`src/rsslc_pkg.sv`:
```
package rsslc_pkg;

	// ==========================================================
	// Register byte offsets
	localparam logic [7:0] OFS_SWITCH_MODE   = 8'h00;
	localparam logic [7:0] OFS_RAMP_STATUS   = 8'h04;
	localparam logic [7:0] OFS_POS_CAPTURE   = 8'h08;
	localparam logic [7:0] OFS_WAIT_TIME     = 8'h0c;
	localparam logic [7:0] OFS_INT_STATUS    = 8'h10;
	localparam logic [7:0] OFS_INT_MASK      = 8'h14;
	localparam logic [7:0] OFS_STALL_CTRL    = 8'h18;

	// ==========================================================
	// Switch mode field positions
	localparam int BIT_STOP_L_EN    = 0;
	localparam int BIT_STOP_R_EN    = 1;
	localparam int BIT_POL_L        = 2;
	localparam int BIT_POL_R        = 3;
	localparam int BIT_EXCHANGE     = 4;
	localparam int BIT_LATCH_L_ACT  = 5;
	localparam int BIT_LATCH_L_INA  = 6;
	localparam int BIT_LATCH_R_ACT  = 7;
	localparam int BIT_LATCH_R_INA  = 8;
	localparam int MODE_W           = 12;

	// ==========================================================
	// Ramp status field positions
	localparam int BIT_LEFT_ACTIVE  = 0;
	localparam int BIT_RIGHT_ACTIVE = 1;
	localparam int BIT_ZERO_WAIT    = 11;
	localparam int BIT_REVERSAL     = 12;
	localparam int BIT_STALL_LIVE   = 13;

	// ==========================================================
	// Interrupt event positions
	localparam int IRQ_CAPTURE      = 0;
	localparam int IRQ_STOP_L       = 1;
	localparam int IRQ_STOP_R       = 2;
	localparam int IRQ_REVERSAL     = 3;
	localparam int IRQ_W            = 4;

	// ==========================================================
	// Reset values and bus answers
	localparam logic [MODE_W-1:0] MODE_RESET = 12'h000;
	localparam logic [15:0]       WAIT_RESET = 16'h0000;
	localparam logic [1:0]        RESP_OKAY  = 2'h0;
	localparam logic [1:0]        RESP_SLVERR = 2'h2;

	// ==========================================================
	// Carriers
	typedef struct packed {
		logic [31:0] position;
		logic        moving_pos;
		logic        moving_neg;
		logic        stall_in;
		logic        reversal_in;
	} rsslc_motion_t;

	typedef struct packed {
		logic right;
		logic left;
	} rsslc_pair_t;

	typedef struct packed {
		rsslc_pair_t       sync1;
		rsslc_pair_t       sync2;
		rsslc_pair_t       act_q;
		logic [MODE_W-1:0] mode;
		logic [31:0]       capture;
		logic [15:0]       wait_time;
		logic [15:0]       wait_cnt;
		logic              wait_active;
		logic              stop_q;
		logic              halt;
		logic              reversal;
		logic              stall_en;
		logic              stall_live;
		logic [IRQ_W-1:0]  int_stat;
		logic [IRQ_W-1:0]  int_mask;
		logic              irq;
		logic              aw_got;
		logic              w_got;
		logic [7:0]        awaddr;
		logic [31:0]       wdata;
		logic [3:0]        wstrb;
		logic              awready;
		logic              wready;
		logic              bvalid;
		logic [1:0]        bresp;
		logic              arready;
		logic              rvalid;
		logic [31:0]       rdata;
		logic [1:0]        rresp;
	} rsslc_state_t;

endpackage

```
`src/rsslc_ctrl.sv`:
```
`timescale 1ns/100ps
module rsslc_ctrl #(
	parameter int WAIT_W = 16
) (
	// Clock and reset
	input  wire logic                  CLK_SYS,
	input  wire logic                  RESET_N,
	// AXI4-Lite write address
	input  wire logic [7:0]            S_AXI_AWADDR,
	input  wire logic                  S_AXI_AWVALID,
	output logic                       S_AXI_AWREADY,
	// AXI4-Lite write data
	input  wire logic [31:0]           S_AXI_WDATA,
	input  wire logic [3:0]            S_AXI_WSTRB,
	input  wire logic                  S_AXI_WVALID,
	output logic                       S_AXI_WREADY,
	// AXI4-Lite write response
	output logic [1:0]                 S_AXI_BRESP,
	output logic                       S_AXI_BVALID,
	input  wire logic                  S_AXI_BREADY,
	// AXI4-Lite read address
	input  wire logic [7:0]            S_AXI_ARADDR,
	input  wire logic                  S_AXI_ARVALID,
	output logic                       S_AXI_ARREADY,
	// AXI4-Lite read data
	output logic [31:0]                S_AXI_RDATA,
	output logic [1:0]                 S_AXI_RRESP,
	output logic                       S_AXI_RVALID,
	input  wire logic                  S_AXI_RREADY,
	// Ramp generator side
	input  wire rsslc_pkg::rsslc_motion_t MOTION,
	output logic                       MOTOR_HALT,
	output logic                       IRQ,
	// Reference switch pins
	input  wire logic                  LEFT_SWITCH_INPUT,
	input  wire logic                  RIGHT_SWITCH_INPUT
);

	// ==========================================================
	// Helpers
	function automatic logic [31:0] merge(input logic [31:0] old, input logic [31:0] nw,
			input logic [3:0] strb);
		logic [31:0] res;
		res = old;
		for (int i = 0; i < 4; i++) begin
			if (strb[i]) begin
				res[8*i +: 8] = nw[8*i +: 8];
			end
		end
		return res;
	endfunction

	function automatic logic mapped(input logic [7:0] addr);
		return addr == rsslc_pkg::OFS_SWITCH_MODE || addr == rsslc_pkg::OFS_RAMP_STATUS ||
			addr == rsslc_pkg::OFS_POS_CAPTURE || addr == rsslc_pkg::OFS_WAIT_TIME ||
			addr == rsslc_pkg::OFS_INT_STATUS || addr == rsslc_pkg::OFS_INT_MASK ||
			addr == rsslc_pkg::OFS_STALL_CTRL;
	endfunction

	// ==========================================================
	// State
	localparam int IRQ_EV_W = rsslc_pkg::IRQ_W;

	rsslc_pkg::rsslc_state_t s;
	rsslc_pkg::rsslc_state_t next_s;

	rsslc_pkg::rsslc_pair_t  side;
	rsslc_pkg::rsslc_pair_t  act;
	logic                    stop_l;
	logic                    stop_r;
	logic                    stop_now;
	logic                    cap_hit;
	logic [IRQ_EV_W-1:0]     events;
	logic [31:0]             wmerged;
	logic                    read_status;

	always_comb begin
		next_s = s;
		// Synchroniser, first stage feeds second only
		next_s.sync1.left  = LEFT_SWITCH_INPUT;
		next_s.sync1.right = RIGHT_SWITCH_INPUT;
		next_s.sync2       = s.sync1;

		// Side exchange before polarity
		side.left  = s.mode[rsslc_pkg::BIT_EXCHANGE] ? s.sync2.right : s.sync2.left;
		side.right = s.mode[rsslc_pkg::BIT_EXCHANGE] ? s.sync2.left : s.sync2.right;
		// Polarity 0 high active, 1 low active
		act.left   = side.left ^ s.mode[rsslc_pkg::BIT_POL_L];
		act.right  = side.right ^ s.mode[rsslc_pkg::BIT_POL_R];
		next_s.act_q = act;

		// Capture on selected logical edges
		cap_hit = (s.mode[rsslc_pkg::BIT_LATCH_R_INA] && s.act_q.right && !act.right)
			|| (s.mode[rsslc_pkg::BIT_LATCH_R_ACT] && !s.act_q.right && act.right)
			|| (s.mode[rsslc_pkg::BIT_LATCH_L_INA] && s.act_q.left && !act.left)
			|| (s.mode[rsslc_pkg::BIT_LATCH_L_ACT] && !s.act_q.left && act.left);
		if (cap_hit) begin
			next_s.capture = MOTION.position;
		end

		// Stop only when moving toward the active switch
		stop_l   = s.mode[rsslc_pkg::BIT_STOP_L_EN] && act.left && MOTION.moving_neg;
		stop_r   = s.mode[rsslc_pkg::BIT_STOP_R_EN] && act.right && MOTION.moving_pos;
		stop_now = stop_l || stop_r;
		next_s.stop_q = stop_now;

		// Standstill wait after the switch releases
		if (stop_now) begin
			next_s.wait_active = 1'b0;
			next_s.wait_cnt    = 16'h0000;
		end else if (s.stop_q && s.wait_time != 16'h0000) begin
			next_s.wait_active = 1'b1;
			next_s.wait_cnt    = s.wait_time;
		end else if (s.wait_active) begin
			next_s.wait_cnt    = s.wait_cnt - 16'h0001;
			next_s.wait_active = s.wait_cnt > 16'h0001;
		end
		// Resume once released and wait done
		next_s.halt = stop_now || next_s.wait_active;

		// Live stall indication
		next_s.stall_live = MOTION.stall_in && s.stall_en;

		// Event sources
		events = '0;
		events[rsslc_pkg::IRQ_CAPTURE]  = cap_hit;
		events[rsslc_pkg::IRQ_STOP_L]   = stop_l && !(s.stop_q && s.act_q.left);
		events[rsslc_pkg::IRQ_STOP_R]   = stop_r && !(s.stop_q && s.act_q.right);
		events[rsslc_pkg::IRQ_REVERSAL] = MOTION.reversal_in;

		// ======================================================
		// Write channel
		if (S_AXI_AWVALID && s.awready) begin
			next_s.aw_got = 1'b1;
			next_s.awaddr = S_AXI_AWADDR;
		end
		if (S_AXI_WVALID && s.wready) begin
			next_s.w_got = 1'b1;
			next_s.wdata = S_AXI_WDATA;
			next_s.wstrb = S_AXI_WSTRB;
		end
		if (s.bvalid && S_AXI_BREADY) begin
			next_s.bvalid = 1'b0;
		end
		wmerged = 32'h0000_0000;
		if (s.aw_got && s.w_got && !s.bvalid) begin
			next_s.aw_got = 1'b0;
			next_s.w_got  = 1'b0;
			next_s.bvalid = 1'b1;
			next_s.bresp  = mapped(s.awaddr) ? rsslc_pkg::RESP_OKAY : rsslc_pkg::RESP_SLVERR;
			case (s.awaddr)
				rsslc_pkg::OFS_SWITCH_MODE: begin
					wmerged     = merge({20'h00000, s.mode}, s.wdata, s.wstrb);
					next_s.mode = wmerged[rsslc_pkg::MODE_W-1:0];
				end
				rsslc_pkg::OFS_WAIT_TIME: begin
					wmerged          = merge({16'h0000, s.wait_time}, s.wdata, s.wstrb);
					next_s.wait_time = wmerged[15:0];
				end
				rsslc_pkg::OFS_INT_STATUS: begin
					if (s.wstrb[0]) begin
						next_s.int_stat = s.int_stat & ~s.wdata[IRQ_EV_W-1:0];
					end
				end
				rsslc_pkg::OFS_INT_MASK: begin
					if (s.wstrb[0]) begin
						next_s.int_mask = s.wdata[IRQ_EV_W-1:0];
					end
				end
				rsslc_pkg::OFS_STALL_CTRL: begin
					if (s.wstrb[0]) begin
						next_s.stall_en = s.wdata[0];
					end
				end
				default: begin
					wmerged = 32'h0000_0000;
				end
			endcase
		end
		// Set wins over clear
		next_s.int_stat = next_s.int_stat | events;

		// ======================================================
		// Read channel
		read_status = 1'b0;
		if (s.rvalid && S_AXI_RREADY) begin
			next_s.rvalid = 1'b0;
		end
		if (S_AXI_ARVALID && s.arready) begin
			next_s.rvalid = 1'b1;
			next_s.rresp  = mapped(S_AXI_ARADDR) ? rsslc_pkg::RESP_OKAY : rsslc_pkg::RESP_SLVERR;
			next_s.rdata  = 32'h0000_0000;
			case (S_AXI_ARADDR)
				rsslc_pkg::OFS_SWITCH_MODE: begin
					next_s.rdata[rsslc_pkg::MODE_W-1:0] = s.mode;
				end
				rsslc_pkg::OFS_RAMP_STATUS: begin
					read_status = 1'b1;
					next_s.rdata[rsslc_pkg::BIT_LEFT_ACTIVE]  = s.act_q.left;
					next_s.rdata[rsslc_pkg::BIT_RIGHT_ACTIVE] = s.act_q.right;
					next_s.rdata[rsslc_pkg::BIT_ZERO_WAIT]    = s.wait_active;
					next_s.rdata[rsslc_pkg::BIT_REVERSAL]     = s.reversal;
					next_s.rdata[rsslc_pkg::BIT_STALL_LIVE]   = s.stall_live;
				end
				rsslc_pkg::OFS_POS_CAPTURE: begin
					next_s.rdata = s.capture;
				end
				rsslc_pkg::OFS_WAIT_TIME: begin
					next_s.rdata[15:0] = s.wait_time;
				end
				rsslc_pkg::OFS_INT_STATUS: begin
					next_s.rdata[IRQ_EV_W-1:0] = s.int_stat;
				end
				rsslc_pkg::OFS_INT_MASK: begin
					next_s.rdata[IRQ_EV_W-1:0] = s.int_mask;
				end
				rsslc_pkg::OFS_STALL_CTRL: begin
					next_s.rdata[0] = s.stall_en;
				end
				default: begin
					next_s.rdata = 32'h0000_0000;
				end
			endcase
		end
		// Reversal flag: clear on status read, new event wins
		next_s.reversal = (s.reversal && !read_status) || MOTION.reversal_in;

		// Ready flags follow channel occupancy
		next_s.awready = !next_s.aw_got && !next_s.bvalid;
		next_s.wready  = !next_s.w_got && !next_s.bvalid;
		next_s.arready = !next_s.rvalid;
		next_s.irq     = |(next_s.int_stat & next_s.int_mask);
	end

	always_ff @(posedge CLK_SYS or negedge RESET_N) begin
		if (!RESET_N) begin
			s           <= '0;
			s.mode      <= rsslc_pkg::MODE_RESET;
			s.wait_time <= rsslc_pkg::WAIT_RESET;
		end else begin
			s <= next_s;
		end
	end

	// ==========================================================
	// Outputs
	assign S_AXI_AWREADY = s.awready;
	assign S_AXI_WREADY  = s.wready;
	assign S_AXI_BVALID  = s.bvalid;
	assign S_AXI_BRESP   = s.bresp;
	assign S_AXI_ARREADY = s.arready;
	assign S_AXI_RVALID  = s.rvalid;
	assign S_AXI_RDATA   = s.rdata;
	assign S_AXI_RRESP   = s.rresp;
	assign MOTOR_HALT    = s.halt;
	assign IRQ           = s.irq;

endmodule // rsslc_ctrl

```
`config.mk`:
```
export PLATFORM = sky130hd
export DESIGN_NAME = rsslc_ctrl
export DESIGN_NICKNAME = d
export VERILOG_FILES = /design/src/rsslc_pkg.sv /design/src/rsslc_ctrl.sv
export SDC_FILE = /design/constraint.sdc
export NUM_CORES = 1
export LEC_CHECK = 0
export BUFFER_PORTS_ARGS = -buffer_cell sky130_fd_sc_hd__buf_2
export CAP_MARGIN = 10
export CORE_ASPECT_RATIO = 0.7
export CORE_MARGIN = 8
export CORE_UTILIZATION = 25
export CTS_CLUSTER_DIAMETER = 120
export DETAILED_ROUTE_END_ITERATION = 16
export GPL_TIMING_DRIVEN = 0
export PLACE_DENSITY = 0.53
export SLEW_MARGIN = 20
export SYNTH_ARGS = -nofsm -noshare
export SYNTH_HDL_FRONTEND = slang
export SYNTH_SLANG_ARGS = --single-unit
```
`constraint.sdc`:
```
create_clock -name CLK_SYS -period 3.2 [get_ports CLK_SYS]
set_input_delay 0.64 -clock CLK_SYS [delete_from_list [all_inputs] [get_ports CLK_SYS]]
set_output_delay 0.64 -clock CLK_SYS [all_outputs]
set_load 0.02 [all_outputs]
```
## Yosys cells after proc, flatten, opt, wreduce, memory -nomap -nowiden

Cells that the tools add are included.

- $add $sub $neg: 1
- $mul: 0
- Divide/modulo/power cells: 0
- Magnitude comparators: 1
- Equal/unequal tests: 12
- Shift-type cells: 0
- Muxes and demuxes: 29
- Bitwise gates (word level): 6
- Reduce and logical (&&, ||, !) cells: 68

Operators by type and width:

| operator | count |
|---|---|
| 2-to-1 mux 17 bit | 3 |
| == test 8 x 5 -> 1 bit (second input constant) | 6 |
| 2-to-1 mux 35 bit | 1 |
| == test 8 x 4 -> 1 bit (second input constant) | 4 |
| logical AND 1 bit | 28 |
| one-hot mux 7 bit (3 select lines) | 1 |
| logical OR 1 bit | 18 |
| == test 8 x 3 -> 1 bit (second input constant) | 2 |
| greater-than comparator 16 x 1 -> 1 bit (second input constant) | 1 |
| logical NOT 8 bit | 2 |
| 2-to-1 mux 16 bit | 1 |
| 2-to-1 mux 4 bit | 4 |
| nonzero test 16 bit | 1 |
| subtractor 16 x 1 -> 16 bit (second input constant) | 1 |
| AND reduction 3 bit | 5 |
| logical NOT 1 bit | 12 |
| one-hot mux 2 bit (5 select lines) | 1 |
| bitwise AND 4 bit | 2 |
| 2-to-1 mux 1 bit | 8 |
| 2-to-1 mux 8 bit | 1 |
| one-hot mux 1 bit (7 select lines) | 1 |
| 2-to-1 mux 2 bit | 3 |
| one-hot mux 1 bit (6 select lines) | 1 |
| one-hot mux 2 bit (3 select lines) | 1 |
| 8 further kinds | 9 |

- Bits in registers: 166
- Bits in latches: 0
- Memory bits (writable): 0
- ROM bits: 0
- Bits of input ports: 97
- Output and inout bits: 43
- Logic and storage cells: 151
- Memories: 0

## Logic depth before layout (Yosys ltp)

Gate-level depths: netlist of the first run.

- Depth in word-level cells: 11
- Mapped depth: 7
- Mapped depth without buffers: 7

## Worst setup path after synthesis of the first run

No wires, ideal clock.

- Kind: register -> register
- From: register s, in the netlist S_AXI_BVALID
- To: register s, in the netlist IRQ
- Setup time: 0.129 ns
- Arrival time: 2.237 ns
- Data required time: 3.071 ns
- Setup slack: 0.834 ns
- Stages on the path, launching flop included: 6
- Path buffers: 0
- Period minus slack after synthesis: 2.366 ns
- Cell sequence: dfrtp_1 > or4bb_1 > nor4_4 > mux2_2 > a21boi_1 > a2111o_1

RTL lines:

| item | line | RTL |
|---|---|---|
| from (decl) | rsslc_ctrl.sv:64 | `rsslc_pkg::rsslc_state_t s;` |
| from (signal assigned) | rsslc_ctrl.sv:241 | `s <= next_s;` |

==> reports/metrics.yaml, run 1 <==
outcome: "finished, final reports clean"
root_buffer: "clkbuf_16"
drive_above_1_share: 0.3930
placement.cell_area_um2: 8558
fin_util: 0.3094
finalSetupViolations: 0
async_reset_ff_frac: 1.000
synth.top_cell.area_share: 0.5516
initial_core_util: 0.2510
num_vias: 5188
coreArea_um2: 29640
rsz0062_at_grt: "no"
final_common_cell: "dfrtp_1"
gp_congestion: 0.8110
place.port_buffers: 119
grt_overflow: 0
dieArea_um2: 35620
synth_edf_count: 0
path_clk_slew_ns: 0.06
synth_largest_area_cell: "dfrtp_1"
cts_tree: "yes"
synthCells: 624
required_ns: 3.51
yosys.cell_types.count: 65
worstSetupStartpointType: "flip-flop"
grt_usage: 0.1166
powerDensity_nw_per_um2: 732.1
p_leak_nw: 4.152
max_clock_freq_mhz: 380.4
antenna_found_initial: 2
worst_pin_slew_ns: 0.8651
min_period_over_period: 0.8215
diodes: 0
ir_drop_mv: 0.3249
layout_common_cells: "164 x dfrtp_1, 121 x buf_2, 97 x mux2_2"
cts_buffer_depth: 2
routedWlPerCell_um: 17.90
crit_arrival_ns: 2.94
final_area_um2: 9171
via_per_inst: 4.469
htreeDepth: 4
row_count: 53
ios: 140
fp.dieH_um: 160.3
dr.pass1.iters: 4
worst-setup-path-type: "flip-flop to flip-flop"
cts_setup_buffers: 0
worst_slew_margin_rel: 0.4188
synthTopCellsByArea: "dfrtp_1 55%, mux2_2 15%, buf_4 3.9%"
yosys_warnings: 0
grt_pass1_wl_um: 32110
slew_violations: 0
hold_path.class: "input pin to asynchronous set/reset pin"
ant_nets: 0
cts_hold_buf: 0
grt_max_degree: 84
skew_ns: 0.009933
die_w_um: 222.2
yosys_register_bits: 164
cp-end-kind: "flip-flop"
max_cap_viol_count: 0
synth-seq-area-share: 0.5516
grt_pass1_vias: 5230
cp_max_fo: 10
hold_viol_final: 0
cts_num_sinks: 164
numCtsBuffers: 17
clk-insertion-delay-late_ns: 0.43
drtIter0Drc: 359
dp_hpwl_um: 15730
min_period_ns: 2.629
num-nets-final: 863
drc: 0
synth_ff_type: "dfrtp_1"
drt-total-wl_um: 20780
cts_resized: 0
syn_avg_cell_area_um2: 11.92
syn_area_um2: 7440
layout-area-overhead-vs-synth_pct: 23.28
registers in the layout (all words and copies together), names as in the netlist:
name / flops
S_AXI_RDATA: 32
S_AXI_WREADY: 1
S_AXI_RVALID: 1
s: 121
S_AXI_AWREADY: 1
S_AXI_RRESP: 1
S_AXI_ARREADY: 1
next_s: 2
MOTOR_HALT: 1
S_AXI_BVALID: 1
S_AXI_BRESP: 1
IRQ: 1
Yosys cell counts (all sizes together), types with 8 or more instances:
library cell,count
dfrtp,164
mux2,99
nand2,72
buf,43
o21ai,35
nor2,32
clkbuf,18
a211oi,14
a22oi,11
xnor2,11
nand3,10
nor4,9
mux2i,8
nor2b,8
per-layer routing:
metal | wire length [µm] | share of wire | global-route usage
met1 | 11150 | 0.54 | 0.1807
met2 | 8185 | 0.39 | 0.1536
met3 | 1174 | 0.056 | 0.03334
met4 | 244 | 0.012 | 0.02855
met5 | 27 | 0.0013 | 0
critical path: stages (launching register included):
cell and delay (ns):
dfrtp_1 0.46, mux2i_1 0.41, xnor2_1 0.24, a2111oi_4 0.71
buf_4 0.33, mux2_2 0.35
report_power, final:
part | switching, mW | internal, mW
Clock | 0.898 | 1.26
Sequential | 0.510 | 2.65
Combinational | 0.632 | 0.763
Total | 2.04 | 4.67
path summary, 6_finish.rpt:
check / startpoint / end / slack (ns) / cells past startpoint
max: s[170] / s[159] / 0.57 / 5
max reg2reg: s[170] / s[159] / 0.57 / 5
min reg2reg: next_s[180] / s[180] / 0.36 / 0
min in group CLK_SYS: LEFT_SWITCH_INPUT / next_s[180] / 0.32 / 1
max in group asynchronous: RESET_N / s[42] / 2.15 / 2
min: RESET_N / s[155] / 0.20 / 1
stage by stage:
stage | hold WS [ns] | std cells | setup slack (ns) | setup TNS (ns) | power (mW)
2_1_floorplan | 0.3312 | 625 | 0.8344 | 0 | 4.062
3_3_place_gp | 0.3373 | 1129 | -1.231 | -199.18 | 4.556
3_5_place_dp | 0.3471 | 1130 | 0.4299 | 0 | 4.603
4_1_cts | 0.2241 | 1161 | 0.5382 | 0 | 6.791
5_1_grt | 0.2467 | 1161 | 0.4174 | 0 | 7.087
6_report | 0.2023 | 1161 | 0.5713 | 0 | 6.715
logic make-up (layout without fill, tap and decap cells):
family / after synthesis / in the layout / share of synthesized area
buffers and inverters: 66 / 217 / 0.05365
other: 1 / 2 / 0.0005041
flip-flops: 164 / 164 / 0.5516
XOR/XNOR: 16 / 16 / 0.01884
AO/OA/AOI/OAI: 92 / 92 / 0.08510
multiplexers: 108 / 108 / 0.1636
AND/OR/NAND/NOR: 175 / 175 / 0.1233
adder cells (fa/ha/maj): 2 / 2 / 0.003363
layout make-up:
| class | instances | area [µm²] |
|---|---|---|
| fillers | 3067 | 20470 |
| flip-flops and latches | 164 | 4104 |
| multi-input cells | 395 | 2940 |
| repair buffers | 120 | 633.1 |
| well taps | 385 | 481.7 |
| clock buffers | 18 | 439.2 |
| plain buffers | 61 | 380.4 |
| clock inverters | 13 | 173.9 |
| inverters | 5 | 18.77 |
Power figures use the tool's default switching activity.
==> inputs of run 2 (changes only) <==
- clock period: 3.2 -> 2.6 ns (I/O delays scaled with it)
==> reports/metrics.yaml, run 2 (synthesis gave the netlist of run 1 again) <==
worstSetupStartpointType: "flip-flop"
hold_path.class: "input pin to asynchronous set/reset pin"
crit_path_end: "IRQ"
cts_hold_buf: 0  # unchanged
grt_overflow: 0  # unchanged
dieArea_um2: 35620  # unchanged
startpoint: "S_AXI_BVALID"
r2r-start: "S_AXI_BVALID"
required_ns: 2.91  # -0.60 ns
routedWlPerCell_um: 17.92  # +0.12%
rr_endpoint: "IRQ"
grtUsageMet3: 0.03334  # unchanged
grt_usage: 0.1167  # +0.0001174
max_cap_viol_count: 0  # unchanged
cts_buffer_depth: 2  # unchanged
layout-area-overhead-vs-synth_pct: 23.48
fin_util: 0.3099  # +0.0005070
outcome: "finished, final reports clean"
drt-total-wl_um: 20850  # +0.29%
crit_arrival_ns: 2.76  # -0.18 ns
via_per_inst: 4.463  # -0.13%
final_area_um2: 9186  # +0.16%
fin_hold_ws_ns: 0.08251  # -0.1198 ns
ir_drop_mv: 0.3984  # +23%
drc: 0  # unchanged
gp_congestion: 0.8110  # unchanged
rsz0062_at_grt: "no"
ant_nets: 0  # unchanged
fp.dieH_um: 160.3  # unchanged
grt_pass1_wl_um: 32150  # +0.13%
numCtsBuffers: 17  # unchanged
cts_num_sinks: 164  # unchanged
root_buffer: "clkbuf_16"
cts_setup_buffers: 2  # +2
p_leak_nw: 4.160  # +0.21%
cp_max_fo: 5  # -5
hold_viol_final: 0  # unchanged
path_clk_slew_ns: 0.07  # about the same
drtIter0Drc: 409  # +14%
htreeDepth: 4  # unchanged
antenna_found_initial: 2  # unchanged
min_period_over_period: 0.9438  # +0.1224
die_w_um: 222.2  # unchanged
drive_above_1_share: 0.3946  # +0.001560
met1_usage: 0.1808  # about the same
skew_ns: 0.01012  # +0.0001833 ns
dp_hpwl_um: 15730  # unchanged
powerDensity_nw_per_um2: 900.7  # +23%
initial_core_util: 0.2510  # unchanged
max_clock_freq_mhz: 407.5  # +7.1%
regArea_um2: 4104  # unchanged
slew_violations: 0  # unchanged
top_register: "s"
finalSetupViolations: 0  # unchanged
worst-setup-path-type: "flip-flop to flip-flop"
use_met2: 0.1539  # +0.0002798
grt_pass1_vias: 5244  # +0.27%
num-nets-final: 865  # +0.23%
cts_resized: 0  # unchanged
r2r_setup_slack_ns: 0.15  # -0.43 ns
row_count: 53  # unchanged
worst_slew_margin_rel: 0.4160  # -0.002825
r2r_cells: 5  # unchanged
fill_cells: 3066  # -0.033%
ios: 140  # unchanged
multiInputGateArea_um2: 2940  # unchanged
min_period_ns: 2.454  # -0.1747 ns
coreArea_um2: 29640  # unchanged
worst_pin_slew_ns: 0.8693  # +0.004205 ns
clk-insertion-delay-late_ns: 0.43  # about the same
num_vias: 5190  # +0.039%
grt_max_degree: 84  # unchanged
placement.cell_area_um2: 8558  # unchanged
diodes: 0  # unchanged
largest_reg_flops: 121  # unchanged
final_common_cell: "dfrtp_1"
place.port_buffers: 119  # unchanged
cts_tree: "yes"
grt_busiest_layer: "met1"
dr.pass1.iters: 4  # unchanged
cp-end-kind: "flip-flop"
layout_common_cells: "164 x dfrtp_1, 121 x buf_2, 97 x mux2_2"
==> run 2: cell count changes in the layout (fill, tap and decap cells not counted) <==
| cell | before | now |
|---|---|---|
| buf_4 | 39 | 41 |
==> run 2: worst min-delay path by stage <==
stage | cells past startpoint | end | slack (ns)
3_5_place_dp | 0 | s[180] | 0.35
6_report | 1 | s[155] | 0.08
5_1_grt | 1 | s[155] | 0.13
2_1_floorplan | 0 | IRQ | 0.22
4_1_cts | 1 | S_AXI_RDATA[21] | 0.10
3_3_place_gp | 0 | s[180] | 0.34
==> run 2: worst max-delay path, cell delays in order, from the launching register on <==
cell	delay (ns)
dfrtp_1	0.42
or4bb_1	0.61
nor4_4	0.39
mux2_2	0.39
a21boi_1	0.13
a2111o_1	0.39
==> run 2: layer usage <==
layer | part of all wire | wire length [µm]
met5 | 0.0013 | 27
met4 | 0.012 | 244
met3 | 0.055 | 1149
met2 | 0.40 | 8252
met1 | 0.54 | 11170
==> run 2: final cells by class <==
type | instances | area share
sequential | 164 | 0.4467
multi-input combinational | 395 | 0.3201
inverter | 5 | 0.002043
buffer | 61 | 0.04141
clock inverter | 13 | 0.01893
timing repair buffer | 122 | 0.07055
clock buffer | 18 | 0.04781
tap | 385 | 0.05244
==> run 2: stage by stage <==
stage / setup slack [ns] / cells / TNS, ns / total power [mW]
global placement: -1.711 / 1129 / -278.45 / 5.607
detailed placement: -0.05012 / 1130 / -0.5810 / 5.665
global route: 0.01089 / 1163 / 0 / 8.729
finish: 0.1460 / 1163 / 0 / 8.274
floorplan: 0.2344 / 625 / 0 / 5.000
CTS: 0.1142 / 1163 / 0 / 8.364
==> run 2: report_power, final <==
part / internal [mW] / total (mW) / switching (mW)
Sequential: 3.27 / 3.90 / 0.632
Clock: 1.55 / 2.66 / 1.11
Combinational: 0.944 / 1.72 / 0.775
Total: 5.76 / 8.27 / 2.52
